==> config.mk <==
export PLATFORM = sky130hd
export DESIGN_NAME = bus_select
export DESIGN_NICKNAME = d
export VERILOG_FILES = /design/src/rtl/bus_select_pkg.sv /design/src/rtl/bus_select.sv
export SDC_FILE = /design/constraint.sdc
export NUM_CORES = 1
export LEC_CHECK = 0
export ABC_CLOCK_PERIOD_IN_PS = 1660
export BUFFER_PORTS_ARGS = -buffer_cell sky130_fd_sc_hd__buf_4
export CORE_ASPECT_RATIO = 0.9
export CORE_MARGIN = 3
export CORE_UTILIZATION = 46
export CTS_CLUSTER_DIAMETER = 50
export DETAILED_ROUTE_END_ITERATION = 8
export PLACE_DENSITY = 0.8
export SYNTH_ARGS = -nofsm -noshare
export SYNTH_HDL_FRONTEND = slang
export SYNTH_SLANG_ARGS = --single-unit
==> constraint.sdc <==
create_clock -name clk -period 1.66 [get_ports clk]
set_clock_uncertainty 0.05 [all_clocks]
set_input_delay 0.166 -clock clk [delete_from_list [all_inputs] [get_ports clk]]
set_output_delay 0.166 -clock clk [all_outputs]
set_load 0.03 [all_outputs]
==> src/rtl/bus_select_pkg.sv <==
// What this block does
// - strap high picks separate read/write strobes, strap low picks read/write line
// - strap low: write strobe becomes read/write direction, read strobe ignored
// - strap low: reset active low, channel interrupts wire-ORed to open-source request
// - three register index bits pick the register inside the chosen channel
// - line style: channel index picks channel only while shared select is low
// - strobe style: channel index inputs act as second and third channel selects
// - line style: shared select low enables the channel group, index picks the one
// - strobe style: only channel whose own select is low transfers; shared is first
package bus_select_pkg;
	localparam int          NUM_CHAN     = 4;
	localparam int          REG_IDX_W    = 3;
	localparam int          CHAN_IDX_W   = 2;
	localparam logic        STRAP_STROBE = 1'b1;  // strap level for separate strobes
	localparam logic        STRAP_LINE   = 1'b0;  // strap level for read/write line
	localparam logic [3:0]  SEL_RESET    = 4'h0;
	localparam logic [2:0]  REG_RESET    = 3'h0;
endpackage

==> src/rtl/bus_select.sv <==
`timescale 1ns/1ps
module bus_select
	import bus_select_pkg::*;
(
	input  wire logic                  clk,
	input  wire logic                  rst,
	input  wire logic                  clk_en,
	input  wire logic                  bus_style,
	input  wire logic                  chip_select_n,
	input  wire logic [CHAN_IDX_W-1:0] channel_index,
	input  wire logic                  chan_d_select_n,
	input  wire logic [REG_IDX_W-1:0]  register_index,
	input  wire logic                  host_read_strobe_n,
	input  wire logic                  host_write_strobe_n,
	input  wire logic [NUM_CHAN-1:0]   chan_irq,
	output logic      [NUM_CHAN-1:0]   chan_select,
	output logic      [REG_IDX_W-1:0]  chan_reg,
	output logic                       chan_read,
	output logic                       chan_write,
	output logic                       core_reset,
	output logic      [NUM_CHAN-1:0]   chan_irq_out,
	output logic                       irq_out,
	output logic                       irq_oe
);
	// all state in one word, so the single enable freezes every registered output at once
	typedef struct packed {
		logic [NUM_CHAN-1:0]  sel;
		logic [REG_IDX_W-1:0] reg_idx;
		logic                 rd;
		logic                 wr;
		logic [NUM_CHAN-1:0]  irq;
		logic                 irq_any;
	} state_s;

	// registered copy of every decoded output; nxt_state is its next value
	state_s              state_ff;
	state_s              nxt_state;
	logic                strobe_style;
	logic                access;
	logic [NUM_CHAN-1:0] line_hit;

	// the strap is a static level, so it steers the decode below and the core_reset polarity, with no register
	assign strobe_style = (bus_style == STRAP_STROBE);

	// one comparator per channel; the shared select gates every one of them
	for (genvar g = 0; g < NUM_CHAN; g++) begin : g_line_hit
		assign line_hit[g] = !chip_select_n && (channel_index == CHAN_IDX_W'(g));
	end

	// decode selects, register index and direction from the strapped style
	always_comb begin
		nxt_state = state_ff;
		access    = 1'b0;
		if (strobe_style) begin
			// each channel has its own select, shared pin is the first one
			nxt_state.sel = ~{chan_d_select_n, channel_index[1], channel_index[0],
				chip_select_n};
			access = ~host_read_strobe_n | ~host_write_strobe_n;
			nxt_state.rd = ~host_read_strobe_n;
			nxt_state.wr = ~host_write_strobe_n;
		end else begin
			// shared select gates the whole group; index decodes one channel
			nxt_state.sel = line_hit;
			access = 1'b1;
			// read strobe is unused here, write pin carries direction
			nxt_state.rd = host_write_strobe_n;
			nxt_state.wr = ~host_write_strobe_n;
		end
		if (!access) begin
			nxt_state.rd = 1'b0;
			nxt_state.wr = 1'b0;
		end
		if (nxt_state.sel == SEL_RESET) begin
			nxt_state.rd = 1'b0;
			nxt_state.wr = 1'b0;
		end
		nxt_state.reg_idx = register_index;
		nxt_state.irq     = strobe_style ? chan_irq : '0;
		nxt_state.irq_any = ~strobe_style & (|chan_irq);
	end

	// one register stage; clk_en freezes everything
	always_ff @(posedge clk or posedge rst) begin
		if (rst) begin
			state_ff <= '{sel: SEL_RESET, reg_idx: REG_RESET, rd: 1'b0, wr: 1'b0,
				irq: SEL_RESET, irq_any: 1'b0};
		end else if (clk_en) begin
			state_ff <= nxt_state;
		end
	end

	assign chan_select  = state_ff.sel;
	assign chan_reg     = state_ff.reg_idx;
	assign chan_read    = state_ff.rd;
	assign chan_write   = state_ff.wr;
	assign chan_irq_out = state_ff.irq;
	// open-source request: drive high only, float otherwise
	assign irq_out      = 1'b1;
	assign irq_oe       = state_ff.irq_any;
	// reset pin polarity follows the strap; async reset pin is the clock reset
	// limitation: this block's own flops always clear on rst high, whatever the strap
	assign core_reset   = strobe_style ? rst : ~rst;

	// line style: the enabled channel is the one the index named a cycle earlier
	property p_line_sel;
		@(posedge clk) disable iff (rst)
		(clk_en && !bus_style && !chip_select_n) |=>
			(chan_select == (4'h1 << $past(channel_index)));
	endproperty
	a_line_sel: assert property (p_line_sel) else $error("line style decode wrong");

	// line style: shared select high leaves every channel off
	property p_line_idle;
		@(posedge clk) disable iff (rst)
		(clk_en && !bus_style && chip_select_n) |=> (chan_select == 4'h0);
	endproperty
	a_line_idle: assert property (p_line_idle) else $error("select without cs");

	// line style: index zero always lands on the first channel
	property p_zero_first;
		@(posedge clk) disable iff (rst)
		(clk_en && !bus_style && !chip_select_n && channel_index == 2'h0) |=>
			chan_select[0];
	endproperty
	a_zero_first: assert property (p_zero_first) else $error("index zero not first");

	// strobe style: index pins are the second and third selects, active low
	property p_strobe_sel;
		@(posedge clk) disable iff (rst)
		(clk_en && bus_style) |=> (chan_select[2:1] == ~$past(channel_index));
	endproperty
	a_strobe_sel: assert property (p_strobe_sel) else $error("strobe selects wrong");

	// strobe style: the shared pin doubles as the first channel's select
	property p_strobe_first;
		@(posedge clk) disable iff (rst)
		(clk_en && bus_style) |=> (chan_select[0] == !$past(chip_select_n));
	endproperty
	a_strobe_first: assert property (p_strobe_first) else $error("first select wrong");

	// line style: the write pin alone sets direction, whatever the read strobe does
	property p_rw_dir;
		@(posedge clk) disable iff (rst)
		(clk_en && !bus_style && !chip_select_n) |=>
			(chan_write == !$past(host_write_strobe_n)) &&
			(chan_read == $past(host_write_strobe_n));
	endproperty
	a_rw_dir: assert property (p_rw_dir) else $error("direction line misread");

	// register index passes through in both styles
	property p_reg_idx;
		@(posedge clk) disable iff (rst)
		clk_en |=> (chan_reg == $past(register_index));
	endproperty
	a_reg_idx: assert property (p_reg_idx) else $error("register index lost");

	// line style: any channel interrupt raises the shared open-source request
	property p_irq_or;
		@(posedge clk) disable iff (rst)
		(clk_en && !bus_style) |=> (irq_oe == |$past(chan_irq)) && chan_irq_out == 4'h0;
	endproperty
	a_irq_or: assert property (p_irq_or) else $error("wired-or request wrong");

	// strobe style: no strobe, no transfer
	property p_style;
		@(posedge clk) disable iff (rst)
		(clk_en && bus_style && host_read_strobe_n && host_write_strobe_n) |=>
			!chan_read && !chan_write;
	endproperty
	a_style: assert property (p_style) else $error("access without strobe");

	// clk_en low must freeze every registered output
	property p_hold;
		@(posedge clk) disable iff (rst)
		!clk_en |=> $stable(chan_select) && $stable(chan_reg) && $stable(chan_read) &&
			$stable(chan_write) && $stable(chan_irq_out) && $stable(irq_oe);
	endproperty
	a_hold: assert property (p_hold) else $error("state moved while disabled");

	// strobe style: read strobe alone on a selected channel gives a read only
	property p_strobe_rd;
		@(posedge clk) disable iff (rst)
		(clk_en && bus_style && !chip_select_n && !host_read_strobe_n && host_write_strobe_n)
			|=> chan_read && !chan_write;
	endproperty
	a_strobe_rd: assert property (p_strobe_rd) else $error("strobe read lost");

	// strobe style: write strobe alone on a selected channel gives a write only
	property p_strobe_wr;
		@(posedge clk) disable iff (rst)
		(clk_en && bus_style && !chip_select_n && host_read_strobe_n && !host_write_strobe_n)
			|=> chan_write && !chan_read;
	endproperty
	a_strobe_wr: assert property (p_strobe_wr) else $error("strobe write lost");

	// strobe style: with every select high no channel moves, strobes or not
	property p_strobe_none;
		@(posedge clk) disable iff (rst)
		(clk_en && bus_style && chip_select_n && (&channel_index) && chan_d_select_n) |=>
			(chan_select == 4'h0) && !chan_read && !chan_write;
	endproperty
	a_strobe_none: assert property (p_strobe_none) else $error("no select access");

	// strobe style: each channel keeps its own interrupt, shared request stays off
	property p_strobe_irq;
		@(posedge clk) disable iff (rst)
		(clk_en && bus_style) |=> (chan_irq_out == $past(chan_irq)) && !irq_oe;
	endproperty
	a_strobe_irq: assert property (p_strobe_irq) else $error("own irq wrong");

	// line style: direction high reads the chosen channel even with read strobe high
	property p_line_rd;
		@(posedge clk) disable iff (rst)
		(clk_en && !bus_style && !chip_select_n && host_write_strobe_n) |=>
			chan_read && !chan_write;
	endproperty
	a_line_rd: assert property (p_line_rd) else $error("direction read lost");

	// line style: never more than one channel enabled at once
	property p_line_one;
		@(posedge clk) disable iff (rst)
		(clk_en && !bus_style) |=> $onehot0(chan_select);
	endproperty
	a_line_one: assert property (p_line_one) else $error("several channels on");

	// line style: shared select high blocks every transfer
	property p_line_quiet;
		@(posedge clk) disable iff (rst)
		(clk_en && !bus_style && chip_select_n) |=> !chan_read && !chan_write;
	endproperty
	a_line_quiet: assert property (p_line_quiet) else $error("transfer without cs");
endmodule // bus_select

==> impl_metrics.toml <==
[status]
status = "finished clean"

[global_routing]
grt_overflow_total = 0
grt_pass1_wl_mm = 2.46
antenna_found_initial = 0
first_global_vias = 550
grt_usage = 0.170
grt_max_degree = 24

[timing]
fin_crit_sh = 0.819
fmax_mhz = 735
period_needed_ps = 1360
fin_ws_ps = 300
grt_setup_unrepaired = "false"
hold_viol = 0
relSlewSlack = 0.648
worst_pin_slew_ps = 527
fin_setup_tns_ps = 0
final-setup-viol-count = 0
drv_slew = 0

[placement]
pre_cts_ws_ps = 635
gp_congestion = 0.745
placement.io_buffers = 31
dp_hpwl_mm = 1.13

[job]
cap_violations = 0

[yosys]
synth.distinct_cells = 24
syn_area_um2 = 672
syn_nets = 85
syn_avg_cell_area_um2 = 9.88
yosysWarnings = 0
synthCells = 68
ys_ff_latch = 14
yosysSeqAreaShare = 0.521

[drt]
routedWlPerCell_um = 13.0
viasPerCell = 5.12
drc = 0
wirelength_mm = 1.47
drt_iter0_drc = 6
top_layer = "met3"
met3_wirelength_um = 119
vias = 578
wl_met1_um = 645
final_antenna_net_count = 0
route.met2.wl_um = 709
first_pass_iters = 4

[final_layout]
area_growth_pct = 37.4
finalNetCount = 118
fillCellCount = 108
multiInputGateArea_um2 = 256
seq_area_um2 = 350
diodes = 0
drive_gt1_frac = 0.394

[cts]
cts.sinks = 14
htree_levels = 1
ctsHoldBuffers = 1
cts_resized = 0
cts_buffers = 3
clk_latency_ps = 270
cts_tree = "done"
clockBufferDepth = 2
cts-root-buf = "clkbuf_4"
clk_pin_slew_ps = 80
post_cts_buffers = 0

[critical_path]
required_ps = 1440
crit_type = "in2out"
crit_fanout = 2
reg2reg_slack_ps = 830
endpoint_kind = "output port"
start_kind = "primary input"
crit_arrival_ps = 1140

[floorplan]
rows = 12
initial_utilization = 0.514
die_area_um2 = 1960
die_y_um = 42.3
io_pins = 33
die_w_um = 46.3
design.core.area_um2 = 1310

[power]
p_leak_nw = 0.457
power.total_mw = 0.823
power.density_nw_per_um2 = 891
ir_worst_vdd_v = 0.000549

[min_path]
hold_path_class = "in2reg"
## critical path, cell delays in order
cell           delay, ps
dlygate4sd3_1        540
buf_4                140
xnor2_1              120
buf_4                180
## cell type report
type | count | area share
well taps | 14 | 0.0190
inverters | 9 | 0.0366
repair buffers | 32 | 0.263
flip-flops and latches | 14 | 0.379
multi-input cells | 41 | 0.278
clock buffers | 3 | 0.0244
## synth_stat cells (all sizes together)
library cell / number / area (um2)
a21oi: 4 / 20.0
and3b: 1 / 8.76
buf: 4 / 31.3
conb: 1 / 3.75
dfrtp: 14 / 350
inv: 9 / 33.8
mux2: 4 / 48.8
nand2: 3 / 11.3
nand2b: 1 / 6.26
nand3: 5 / 25.0
nand4: 1 / 6.26
nor2: 5 / 18.8
nor2b: 1 / 6.26
nor3b: 1 / 7.51
nor4: 1 / 12.5
nor4b: 1 / 15.0
o21ai: 9 / 45.0
o22ai: 2 / 12.5
xnor2: 1 / 8.76
## power breakdown
part	internal (mW)	switching, mW	total, mW
Clock	0.0839	0.106	0.189
Combinational	0.101	0.143	0.243
Sequential	0.373	0.0172	0.391
## cells in the final DEF, fill, tap and decap left out, types with 2 or more instances in the layout
master / netlist / layout
mux2_2: 2 / 2
nand3_1: 5 / 5
a21oi_1: 4 / 4
inv_1: 9 / 9
nor2_1: 5 / 5
clkbuf_4: 0 / 3
o21ai_0: 5 / 5
nand2_1: 3 / 3
buf_4: 2 / 31
o21ai_1: 4 / 4
dfrtp_1: 14 / 14
o22ai_1: 2 / 2
## metal layers
metal	global-route usage	vias up
met5	0	-
met4	0.0511	0
met3	0.0472	0
met2	0.269	26
met1	0.221	266
li1	-	286
## per-stage QoR
| step | instances | util | hold WS, ps | area, um2 |
|---|---|---|---|---|
| floorplan | 68 | - | 5.22 | 672 |
| global placement | 109 | 0.682 | 195 | 891 |
| detailed placement | 109 | 0.682 | 207 | 891 |
| CTS | 113 | 0.707 | 27.8 | 923 |
| global route | 113 | 0.707 | 14.8 | 923 |
| finish | 113 | 0.707 | 33.5 | 923 |
## final timing paths
| kind | from | end | depth (start not counted) |
|---|---|---|---|
| setup / recovery | rst | core_reset | 4 |
| hold / removal | host_write_strobe_n | chan_write | 2 |
| setup reg to reg | irq_oe | irq_oe | 1 |
| hold reg to reg | chan_reg[2] | chan_reg[2] | 1 |
| max in group asynchronous | rst | chan_select[1] | 3 |
| min in group asynchronous | rst | chan_irq_out[1] | 3 |
## cell families (layout without fill, tap and decap cells)
kind of cell / count (synthesis) / after routing / share of synthesized area
buf+inv: 13 / 44 / 0.0968
xor+xnor: 1 / 1 / 0.0130
other cells: 1 / 1 / 0.00558
flops: 14 / 14 / 0.521
simple gates: 20 / 20 / 0.175
mux: 4 / 4 / 0.0726
compound gates: 15 / 15 / 0.115
(Power assumes the default switching activity.)
